==> config.mk <==
export PLATFORM = sky130hd
export DESIGN_NAME = mac_control_rx_filter
export DESIGN_NICKNAME = d
export VERILOG_FILES = /design/src/hdl/mac_control_rx_filter.v /design/src/hdl/rx_frame_filter.v
export VERILOG_INCLUDE_DIRS = /design/src /design/src/hdl
export SDC_FILE = /design/constraint.sdc
export NUM_CORES = 1
export LEC_CHECK = 0
export BUFFER_PORTS_ARGS = -buffer_cell sky130_fd_sc_hd__buf_2
export CAP_MARGIN = 40
export CORE_MARGIN = 3
export CORE_UTILIZATION = 35
export CTS_CLUSTER_DIAMETER = 200
export DETAILED_ROUTE_END_ITERATION = 8
export PLACE_DENSITY = 0.65
export REMOVE_ABC_BUFFERS = 1
export SYNTH_ARGS = -nofsm -noshare
export SYNTH_HDL_FRONTEND = slang
export SYNTH_SLANG_ARGS = --single-unit
==> constraint.sdc <==
create_clock -name clk -period 6.2 [get_ports clk]
set_input_delay 1.24 -clock clk [delete_from_list [all_inputs] [get_ports clk]]
set_output_delay 1.24 -clock clk [all_outputs]
set_load 0.02 [all_outputs]
==> src/hdl/mac_ctl_defs.vh <==
`ifndef MAC_CTL_DEFS_VH
`define MAC_CTL_DEFS_VH
// ----------------------------------------
// Host register offsets
// ----------------------------------------
`define OFS_LOW_MARK 9'h15a
`define OFS_HIGH_MARK 9'h15b
`define OFS_EVT_EN 9'h15c
`define OFS_EVT_LATCHED 9'h15d
`define OFS_ACCEPT 9'h15e
`define OFS_IND_DATA0 9'h140
`define OFS_IND_RADDR_HI 9'h144
`define OFS_IND_RADDR_LO 9'h145
`define OFS_IND_WADDR_HI 9'h146
`define OFS_IND_WADDR_LO 9'h147
`define IND_CTRL_WORD 16'h0000
// ----------------------------------------
// Reset values
// ----------------------------------------
`define RST_LOW_MARK 8'h37
`define RST_HIGH_MARK 8'h3a
`define RST_BYTE 8'h00
`define RST_CTRL_WORD 32'h00000000
// ----------------------------------------
// Event bits
// ----------------------------------------
`define EN_FIFO_OVF 3
`define EN_QUEUE_OVF 2
`define EN_LOW_MARK 1
`define EN_HIGH_MARK 0
`define LS_FIFO_OVF 3
`define LS_QUEUE_OVF 2
`define LS_HIGH_MARK 1
`define LS_LOW_MARK 0
// ----------------------------------------
// Accept policy bits
// ----------------------------------------
`define AP_NONPAUSE 6
`define AP_CTRL 5
`define AP_LEN 4
`define AP_CRC 3
`define AP_DRIBBLE 2
`define AP_PHY_ERR 1
`define AP_BCAST 0
// ----------------------------------------
// Control word bits
// ----------------------------------------
`define CW_HEARTBEAT_OFF 28
`define CW_PORT_SELECT 27
`define CW_NO_SELF_RX 23
`define CW_LOOPBACK 21
`define CW_FULL_DUPLEX 20
`define CW_LATE_RETRY 12
`define CW_SINGLE_ATTEMPT 10
`define CW_PAD_STRIP 8
`define CW_BACKOFF_HI 7
`define CW_BACKOFF_LO 6
`define CW_DEFER_ABORT 5
`define CW_TX_ALLOW 3
`define CW_RX_ALLOW 2
// ----------------------------------------
// Counts
// ----------------------------------------
`define MARK_SHIFT 16
`define MIN_PAYLOAD 14'd46
`define RETRY_LIMIT 5'd16
`define DEFER_BIT_TIMES 24288
`define LFSR_SEED 10'h2a5
`endif

==> src/hdl/mac_control_rx_filter.v <==
// How it works
// - Each latched event raises the interrupt only while its enable is set.
// - FIFO overflow latches status bit 3.
// - Queue overflow latches status bit 2; reading status clears it.
// - High watermark crossing latches status bit 1; cleared on read.
// - Low watermark crossing latches status bit 0; cleared on read.
// - Bit 6 clear rejects control frames that are not pause frames.
// - Bit 5 clear rejects every control frame.
// - Bit 4 clear rejects frames whose length field mismatches byte count.
// - Bit 3 clear rejects frames with CRC or interface errors.
// - Bit 2 clear rejects dribbling frames that are not collided or runt.
// - Bit 1 clear rejects frames with PHY receive errors.
// - Bit 0 clear rejects broadcast frames.
// - Control bit 28 disables the heartbeat check.
// - Bit 23 blocks reception while transmitting, except in loopback; clear receives own frames.
// - Loopback returns transmit data to receive, nothing goes to the PHY.
// - Bit 20 selects full duplex and disables the heartbeat check.
// - Bit 12 allows retrying late collisions.
// - Bit 10 gives single attempt; else 15 retries, then retry error on the 16th collision.
// - Bit 8 strips pad and FCS from frames under 46 bytes.
// - Bits 7:6 pick 10, 8, 4 or 1 random back-off bits.
// - Transmit only with bit 3 set, receive only with bit 2 set.
// - Watermark is threshold times 32 times 2048 bytes.
// - Bit 5 aborts transmission deferred over 24,288 bit times.
`timescale 1ns/1ps
`default_nettype none
`include "mac_ctl_defs.vh"
module mac_control_rx_filter #(
   parameter DEFER_LIMIT = `DEFER_BIT_TIMES
) (
   input wire clk,
   input wire rst_n,
   input wire [8:0] host_addr,
   input wire host_wr,
   input wire host_rd,
   input wire [7:0] host_wdata,
   output reg [7:0] host_rdata_ff,
   output reg irq_ff,
   input wire fifo_overflow,
   input wire queue_overflow,
   input wire [23:0] queue_level,
   input wire frame_done,
   input wire is_ctrl,
   input wire is_pause,
   input wire len_mismatch,
   input wire crc_err,
   input wire phy_err,
   input wire dribble,
   input wire collided,
   input wire runt,
   input wire broadcast,
   input wire [13:0] frame_len,
   output wire frame_keep,
   output wire frame_drop,
   output wire frame_strip,
   input wire tx_en_in,
   input wire [3:0] txd_in,
   output reg phy_tx_en_ff,
   output reg [3:0] phy_txd_ff,
   input wire phy_rx_dv,
   input wire [3:0] phy_rxd,
   input wire phy_crs,
   output reg rx_dv_ff,
   output reg [3:0] rxd_ff,
   output reg heartbeat_check_ff,
   output reg full_duplex_ff,
   input wire tx_pending,
   input wire bit_tick,
   input wire tx_start,
   input wire tx_collision,
   input wire tx_late,
   output reg tx_retry_ff,
   output reg tx_skip_ff,
   output reg retry_error_ff,
   output reg defer_abort_ff,
   output reg [9:0] backoff_ff
);
   // ----------------------------------------
   // Storage
   // ----------------------------------------
   reg [7:0] low_mark_ff, high_mark_ff, evt_en_ff, latched_ff, accept_ff;
   reg [31:0] ctrl_word_ff;
   reg [31:0] ind_data_ff;
   reg [15:0] ind_raddr_ff, ind_waddr_ff;
   reg [23:0] prev_level_ff;
   reg [4:0] attempts_ff;
   reg [15:0] defer_cnt_ff;
   reg [9:0] lfsr_ff;
   reg [1:0] rx_dv_s_ff, crs_s_ff;
   reg [3:0] rxd_s1_ff, rxd_s2_ff;
   reg [7:0] nxt_latched;
   reg [7:0] nxt_rdata;
   reg [9:0] bo_mask;
   wire wr_hit_any;
   wire [23:0] low_mark_bytes, high_mark_bytes;
   wire loopback, rx_gate;

   function [23:0] mark_bytes;
      input [7:0] thr;
      begin
         mark_bytes = {8'h00, thr, 8'h00} << (`MARK_SHIFT - 8);
      end
   endfunction

   function sel_wr;
      input [8:0] a;
      input [8:0] ofs;
      begin
         sel_wr = host_wr && (a == ofs);
      end
   endfunction

   assign low_mark_bytes = mark_bytes(low_mark_ff);
   assign high_mark_bytes = mark_bytes(high_mark_ff);
   assign wr_hit_any = host_wr;
   assign loopback = ctrl_word_ff[`CW_LOOPBACK];

   // ----------------------------------------
   // Host writes
   // ----------------------------------------
   always @(posedge clk or negedge rst_n) begin
      if (!rst_n) begin
         low_mark_ff <= `RST_LOW_MARK;
         high_mark_ff <= `RST_HIGH_MARK;
         evt_en_ff <= `RST_BYTE;
         accept_ff <= `RST_BYTE;
         ctrl_word_ff <= `RST_CTRL_WORD;
         ind_data_ff <= `RST_CTRL_WORD;
         ind_raddr_ff <= 16'h0000;
         ind_waddr_ff <= 16'h0000;
      end else begin
         if (sel_wr(host_addr, `OFS_LOW_MARK))
            low_mark_ff <= host_wdata;
         if (sel_wr(host_addr, `OFS_HIGH_MARK))
            high_mark_ff <= host_wdata;
         if (sel_wr(host_addr, `OFS_EVT_EN))
            evt_en_ff <= {4'h0, host_wdata[3:0]};
         if (sel_wr(host_addr, `OFS_ACCEPT))
            accept_ff <= {1'b0, host_wdata[6:0]};
         if (wr_hit_any && host_addr[8:2] == `OFS_IND_DATA0 >> 2)
            ind_data_ff[8*(3-host_addr[1:0]) +: 8] <= host_wdata;
         if (sel_wr(host_addr, `OFS_IND_RADDR_HI))
            ind_raddr_ff[15:8] <= host_wdata;
         // Low byte write launches the indirect read
         if (sel_wr(host_addr, `OFS_IND_RADDR_LO)) begin
            ind_raddr_ff[7:0] <= host_wdata;
            if ({ind_raddr_ff[15:8], host_wdata} == `IND_CTRL_WORD)
               ind_data_ff <= ctrl_word_ff;
            else
               ind_data_ff <= 32'h00000000;
         end
         if (sel_wr(host_addr, `OFS_IND_WADDR_HI))
            ind_waddr_ff[15:8] <= host_wdata;
         // Low byte write commits the staged word
         if (sel_wr(host_addr, `OFS_IND_WADDR_LO)) begin
            ind_waddr_ff[7:0] <= host_wdata;
            if ({ind_waddr_ff[15:8], host_wdata} == `IND_CTRL_WORD)
               ctrl_word_ff <= ind_data_ff;
         end
      end
   end

   // ----------------------------------------
   // Event latching
   // ----------------------------------------
   always @* begin
      nxt_latched = latched_ff;
      // Clear first so a same-cycle event still wins
      if (host_rd && host_addr == `OFS_EVT_LATCHED)
         nxt_latched = 8'h00;
      if (fifo_overflow)
         nxt_latched[`LS_FIFO_OVF] = 1'b1;
      if (queue_overflow)
         nxt_latched[`LS_QUEUE_OVF] = 1'b1;
      if (prev_level_ff < high_mark_bytes && queue_level >= high_mark_bytes)
         nxt_latched[`LS_HIGH_MARK] = 1'b1;
      if (prev_level_ff >= low_mark_bytes && queue_level < low_mark_bytes)
         nxt_latched[`LS_LOW_MARK] = 1'b1;
   end

   always @(posedge clk or negedge rst_n) begin
      if (!rst_n) begin
         latched_ff <= `RST_BYTE;
         prev_level_ff <= 24'h000000;
         irq_ff <= 1'b0;
      end else begin
         latched_ff <= nxt_latched;
         prev_level_ff <= queue_level;
         // Enable bits 1:0 sit swapped against status bits 1:0
         irq_ff <= (nxt_latched[`LS_FIFO_OVF] & evt_en_ff[`EN_FIFO_OVF]) |
            (nxt_latched[`LS_QUEUE_OVF] & evt_en_ff[`EN_QUEUE_OVF]) |
            (nxt_latched[`LS_HIGH_MARK] & evt_en_ff[`EN_HIGH_MARK]) |
            (nxt_latched[`LS_LOW_MARK] & evt_en_ff[`EN_LOW_MARK]);
      end
   end

   // ----------------------------------------
   // Host reads
   // ----------------------------------------
   always @* begin
      case (host_addr)
         `OFS_LOW_MARK: nxt_rdata = low_mark_ff;
         `OFS_HIGH_MARK: nxt_rdata = high_mark_ff;
         `OFS_EVT_EN: nxt_rdata = evt_en_ff;
         `OFS_EVT_LATCHED: nxt_rdata = latched_ff;
         `OFS_ACCEPT: nxt_rdata = accept_ff;
         `OFS_IND_RADDR_HI: nxt_rdata = ind_raddr_ff[15:8];
         `OFS_IND_RADDR_LO: nxt_rdata = ind_raddr_ff[7:0];
         `OFS_IND_WADDR_HI: nxt_rdata = ind_waddr_ff[15:8];
         `OFS_IND_WADDR_LO: nxt_rdata = ind_waddr_ff[7:0];
         default: begin
            if (host_addr[8:2] == `OFS_IND_DATA0 >> 2)
               nxt_rdata = ind_data_ff[8*(3-host_addr[1:0]) +: 8];
            else
               nxt_rdata = 8'h00;
         end
      endcase
   end

   always @(posedge clk or negedge rst_n) begin
      if (!rst_n)
         host_rdata_ff <= 8'h00;
      else if (host_rd)
         host_rdata_ff <= nxt_rdata;
   end

   // ----------------------------------------
   // PHY pins and loopback
   // ----------------------------------------
   always @(posedge clk or negedge rst_n) begin
      if (!rst_n) begin
         rx_dv_s_ff <= 2'b00;
         crs_s_ff <= 2'b00;
         rxd_s1_ff <= 4'h0;
         rxd_s2_ff <= 4'h0;
      end else begin
         rx_dv_s_ff <= {rx_dv_s_ff[0], phy_rx_dv};
         crs_s_ff <= {crs_s_ff[0], phy_crs};
         rxd_s1_ff <= phy_rxd;
         rxd_s2_ff <= rxd_s1_ff;
      end
   end

   // Own frames are dropped in either duplex mode, only when bit 23 asks
   assign rx_gate = ctrl_word_ff[`CW_RX_ALLOW] &
      ~(ctrl_word_ff[`CW_NO_SELF_RX] & tx_en_in);

   always @(posedge clk or negedge rst_n) begin
      if (!rst_n) begin
         phy_tx_en_ff <= 1'b0;
         phy_txd_ff <= 4'h0;
         rx_dv_ff <= 1'b0;
         rxd_ff <= 4'h0;
         heartbeat_check_ff <= 1'b0;
         full_duplex_ff <= 1'b0;
      end else begin
         phy_tx_en_ff <= tx_en_in & ctrl_word_ff[`CW_TX_ALLOW] &
            ~loopback;
         phy_txd_ff <= loopback ? 4'h0 : txd_in;
         if (loopback) begin
            rx_dv_ff <= tx_en_in & ctrl_word_ff[`CW_TX_ALLOW] &
               ctrl_word_ff[`CW_RX_ALLOW];
            rxd_ff <= txd_in;
         end else begin
            rx_dv_ff <= rx_dv_s_ff[1] & rx_gate;
            rxd_ff <= rxd_s2_ff;
         end
         heartbeat_check_ff <= ~ctrl_word_ff[`CW_HEARTBEAT_OFF] &
            ~ctrl_word_ff[`CW_FULL_DUPLEX];
         full_duplex_ff <= ctrl_word_ff[`CW_FULL_DUPLEX];
      end
   end

   // ----------------------------------------
   // Collision retry and back-off
   // ----------------------------------------
   always @* begin
      case (ctrl_word_ff[`CW_BACKOFF_HI:`CW_BACKOFF_LO])
         2'b00: bo_mask = 10'h3ff;
         2'b01: bo_mask = 10'h0ff;
         2'b10: bo_mask = 10'h00f;
         default: bo_mask = 10'h001;
      endcase
   end

   always @(posedge clk or negedge rst_n) begin
      if (!rst_n) begin
         attempts_ff <= 5'd0;
         tx_retry_ff <= 1'b0;
         tx_skip_ff <= 1'b0;
         retry_error_ff <= 1'b0;
         backoff_ff <= 10'h000;
         lfsr_ff <= `LFSR_SEED;
      end else begin
         lfsr_ff <= {lfsr_ff[8:0], lfsr_ff[9] ^ lfsr_ff[6]};
         tx_retry_ff <= 1'b0;
         tx_skip_ff <= 1'b0;
         retry_error_ff <= 1'b0;
         if (tx_start)
            attempts_ff <= 5'd0;
         else if (tx_collision) begin
            if (ctrl_word_ff[`CW_SINGLE_ATTEMPT] ||
               (tx_late && !ctrl_word_ff[`CW_LATE_RETRY])) begin
               tx_skip_ff <= 1'b1;
               attempts_ff <= 5'd0;
            end else if (attempts_ff == `RETRY_LIMIT - 5'd1) begin
               retry_error_ff <= 1'b1;
               attempts_ff <= 5'd0;
            end else begin
               tx_retry_ff <= 1'b1;
               attempts_ff <= attempts_ff + 5'd1;
               backoff_ff <= lfsr_ff & bo_mask;
            end
         end
      end
   end

   // ----------------------------------------
   // Deferral watchdog
   // ----------------------------------------
   // Counts bit times only while carrier holds off a waiting frame
   always @(posedge clk or negedge rst_n) begin
      if (!rst_n) begin
         defer_cnt_ff <= 16'h0000;
         defer_abort_ff <= 1'b0;
      end else begin
         defer_abort_ff <= 1'b0;
         if (!tx_pending || !crs_s_ff[1] || tx_collision)
            defer_cnt_ff <= 16'h0000;
         else if (bit_tick) begin
            if (defer_cnt_ff == DEFER_LIMIT[15:0]) begin
               defer_abort_ff <= ctrl_word_ff[`CW_DEFER_ABORT];
               defer_cnt_ff <= 16'h0000;
            end else
               defer_cnt_ff <= defer_cnt_ff + 16'h0001;
         end
      end
   end

   // ----------------------------------------
   // Frame acceptance
   // ----------------------------------------
   rx_frame_filter u_filter (
      .clk(clk),
      .rst_n(rst_n),
      .policy(accept_ff),
      .pad_strip_on(ctrl_word_ff[`CW_PAD_STRIP]),
      .frame_done(frame_done),
      .is_ctrl(is_ctrl),
      .is_pause(is_pause),
      .len_mismatch(len_mismatch),
      .crc_err(crc_err),
      .phy_err(phy_err),
      .dribble(dribble),
      .collided(collided),
      .runt(runt),
      .broadcast(broadcast),
      .frame_len(frame_len),
      .keep_ff(frame_keep),
      .drop_ff(frame_drop),
      .strip_ff(frame_strip)
   );
endmodule // mac_control_rx_filter
`default_nettype wire

==> src/hdl/rx_frame_filter.v <==
`timescale 1ns/1ps
`default_nettype none
`include "mac_ctl_defs.vh"
module rx_frame_filter (
   input wire clk,
   input wire rst_n,
   input wire [7:0] policy,
   input wire pad_strip_on,
   input wire frame_done,
   input wire is_ctrl,
   input wire is_pause,
   input wire len_mismatch,
   input wire crc_err,
   input wire phy_err,
   input wire dribble,
   input wire collided,
   input wire runt,
   input wire broadcast,
   input wire [13:0] frame_len,
   output reg keep_ff,
   output reg drop_ff,
   output reg strip_ff
);
   reg reject;
   always @* begin
      reject = 1'b0;
      if (is_ctrl && !policy[`AP_CTRL])
         reject = 1'b1;
      if (is_ctrl && !is_pause && !policy[`AP_NONPAUSE])
         reject = 1'b1;
      if (len_mismatch && !policy[`AP_LEN])
         reject = 1'b1;
      if ((crc_err || phy_err) && !policy[`AP_CRC])
         reject = 1'b1;
      // Dribble flag is meaningless on collided or runt frames
      if (dribble && !collided && !runt && !policy[`AP_DRIBBLE])
         reject = 1'b1;
      if (phy_err && !policy[`AP_PHY_ERR])
         reject = 1'b1;
      if (broadcast && !policy[`AP_BCAST])
         reject = 1'b1;
   end
   always @(posedge clk or negedge rst_n) begin
      if (!rst_n) begin
         keep_ff <= 1'b0;
         drop_ff <= 1'b0;
         strip_ff <= 1'b0;
      end else begin
         keep_ff <= frame_done & ~reject;
         drop_ff <= frame_done & reject;
         strip_ff <= frame_done & ~reject & pad_strip_on &
            (frame_len < `MIN_PAYLOAD);
      end
   end
endmodule // rx_frame_filter
`default_nettype wire

==> impl_metrics.yaml <==
run_status:
  status: "complete, no violations"
cells_and_area:
  fin_nets: 1146
  fillerInstances: 2771
  finalNonFillerCells: 1419
  drive_gt1_share_pct: 28.70
  syn_to_final_growth_pct: 17.66
  diodes: 0
  final_util_pct: 42.50
synth:
  syn_area_um2: 10540
  synth_top_cell_by_area: "dfrtp_1"
  ys.warnings.count: 0
  synth_ff_type: "dfrtp_1"
  synth_edf_count: 0
  synth.yosys.seq_area_share_pct: 55.27
  yosysTopAreaCellShare_pct: 51.78
  syn_inst: 901
  async_reset_ff_share_pct: 100.0
  syn_area_per_cell_um2: 11.69
  ys_types: 64
  ys_ff_latch: 232
  synth_area_leaders: "dfrtp_1, mux2_2, ha_1, dfstp_2, nand2_1"
grt:
  grt_max_degree: 171
  antenna_found_initial: 0
  grt_pass1_wl_um: 41750
  grt.total_usage_pct: 15.58
  overflow: 0
  grt_pass1_vias: 7645
die:
  coreArea_um2: 29170
  initial_core_util_pct: 36.12
  ios: 125
  rows: 62
  die_x_um: 179.5
  die-area_um2: 32220
  fp.dieH_um: 179.5
sta:
  period_share_pct: 61.15
  report.final.setup_viol: 0
  relSlewSlack_pct: 36.74
  slew_viol_final: 0
  fin_setup_tns_ps: 0
  worst_slew_pin_slew_ps: 948.9
  fmax_mhz: 263.8
  layout_min_cycle_time_ps: 3791
  hold_violations: 0
  fin_skew_ps: 9.060
  rsz0062_at_grt: "no"
power_and_ir_drop:
  power_density_nw_per_um2: 270.9
  vdd_drop_max_v: 0.0001815
  cellLeakagePower_nw: 5.654
cts:
  hold_buffers: 0
  clkTransAtPathRegs_ps: 60
  cts.sinks: 232
  cts_root_buf: "clkbuf_16"
  htreeDepth: 1
  cts_resized: 0
  post_cts.repair.setup_buffers: 0
  clk_path_buf_depth: 3
  numCtsBuffers: 26
  clkLatencyLatePin_ps: 520
  cts_tree: "done"
drt:
  dr.pass1.iters: 5
  drtIter0Drc: 572
  drc: 0
  routed_wl_um: 25930
  wire_per_inst_um: 18.27
  drtAntennaViolNets: 0
  vias: 7697
  routed_via_density: 5.424
worst_hold_path:
  hold_path.class: "register to register"
setup_path:
  crit_required_ps: 6600
  cp-start-kind: "input port"
  critical_path_class: "input port to register"
  end_kind: "register"
  crit_arrival_ps: 4190
  critical_path.max_fanout: 14
placed_design:
  port_buffers: 123
  dp_cells: 1374
  dp_hpwl_um: 17640
  place.gp.congestion: 0.8629
job:
  drv_cap: 0
## worst max-delay path: stages
cell	delay [ps]
buf_2	340
ha_1	580
and2_1	280
nand4_1	630
nor2b_1	430
and3_1	370
a22oi_1	190
o21ai_0	100
## sequential cells by signal, summed over array words and instances, names as in the netlist, 5 cells and up
| register | flops |
|---|---|
| high_mark_ff | 8 |
| ctrl_word_ff | 32 |
| accept_ff | 7 |
| attempts_ff | 5 |
| ind_waddr_ff | 16 |
| prev_level_ff | 24 |
| ind_raddr_ff | 16 |
| defer_cnt_ff | 16 |
| host_rdata_ff | 8 |
| ind_data_ff | 32 |
| backoff_ff | 10 |
| low_mark_ff | 8 |
| lfsr_ff | 10 |
## placed cells by master (no fill, tap or decap), types with 4 or more instances in the layout
master,netlist,layout
nor2b_1,12,12
a31oi_1,8,8
clkbuf_8,0,7
dfstp_2,14,14
buf_2,6,122
mux2_2,93,93
o22ai_1,4,4
ha_1,41,41
nand2_1,94,94
dfrtp_1,218,218
and3_1,8,8
o21ai_0,43,43
a21oi_1,33,33
o31ai_1,4,4
nor3_1,4,4
mux4_2,8,8
o21ai_1,5,5
a222oi_1,8,8
xor2_1,6,6
buf_4,1,5
nand3b_1,5,5
a22o_1,4,4
and2_1,7,7
nand4_1,13,13
a32oi_1,4,4
a221oi_1,4,4
clkbuf_16,0,26
a22oi_1,44,44
nand3_1,25,25
nor2_1,40,40
clkinv_2,0,5
a21o_1,6,6
nor4_1,18,18
inv_1,35,35
## final timing paths
path	start	end	slack (ps)	cells after the start
min in group asynchronous	rst_n	prev_level_ff[3]$_DFF_PN0_	650	1
max in group asynchronous	rst_n	ind_data_ff[25]$_DFFE_PN0P_	4260	2
worst min-delay path	rxd_s1_ff[1]$_DFF_PN0_	rxd_s2_ff[1]$_DFF_PN0_	340	0
worst max-delay path	host_addr[0]	ind_data_ff[25]$_DFFE_PN0P_	2410	8
worst min register to register	rxd_s1_ff[1]$_DFF_PN0_	rxd_s2_ff[1]$_DFF_PN0_	340	0
worst max register to register	defer_cnt_ff[0]$_DFFE_PN0P_	defer_cnt_ff[12]$_DFFE_PN0P_	3740	8
## per-layer routing
metal / vias to the layer above / GRT usage [%] / share of wire, %
li1: 3548 / - / -
met1: 3869 / 21.90 / 45
met2: 232 / 24.99 / 47
met3: 48 / 2.284 / 5.4
met4: 0 / 4.981 / 2.7
met5: - / 0 / 0
## cell usage after synthesis (3+ instances only)
master	instances
o31ai_1	4
o22ai_1	4
a22o_1	4
a31oi_1	8
nand4b_1	3
and3_1	8
nand2b_1	3
and2_1	7
nand4bb_1	3
a21o_1	6
a41oi_1	3
nor2_1	40
nor3_1	4
nand4_1	13
a21oi_1	33
buf_2	6
o21ai_0	43
nand3b_1	5
o221ai_1	3
mux4_2	8
a32oi_1	4
a222oi_1	8
xor2_1	6
buf_6	3
nor4b_1	3
nand3_1	25
o21ai_1	5
a22oi_1	44
o22a_1	3
nor4_1	18
dfstp_2	14
nor2b_1	12
inv_1	35
or3_1	3
mux2_2	93
a221oi_1	4
nand2_1	94
ha_1	41
clkbuf_1	29
dfrtp_1	218
## per-stage QoR
step / hold slack (ps) / area [µm²] / total power (W) / worst slack [ps]
floorplan: 331.2 / 10350 / 0.001694 / 2439
global placement: 331.6 / 11500 / 0.001819 / 1954
detailed placement: 335.6 / 11520 / 0.001825 / 1904
CTS: 346.6 / 12400 / 0.003395 / 2489
global route: 356.8 / 12400 / 0.003490 / 2229
finish: 342.2 / 12400 / 0.003358 / 2409
## logic make-up after synthesis
family,synth area share [%]
XOR/XNOR,0.6651
flip-flops,55.27
multiplexers,11.76
buffers and inverters,3.005
adder cells (fa/ha/maj),4.869
AND/OR/NAND/NOR,12.65
AO/OA/AOI/OAI,11.78
## where the power goes
group	switching [W]	internal [W]
clock network	0.000625	0.000936
registers	0.0000247	0.00155
logic	0.000139	0.0000785
total	0.000789	0.00257
## layout make-up
cell class | count | area, µm² | area share (%)
Sequential cell | 232 | 5823 | 46.98
Timing Repair Buffer | 129 | 683.2 | 5.511
Clock buffer | 35 | 754.5 | 6.087
Tap cell | 384 | 480.5 | 3.876
Clock inverter | 10 | 121.4 | 0.9791
Multi-Input combinational cell | 594 | 4402 | 35.51
Inverter | 35 | 131.4 | 1.060
Note: power is estimated with default switching activity, not from simulation.
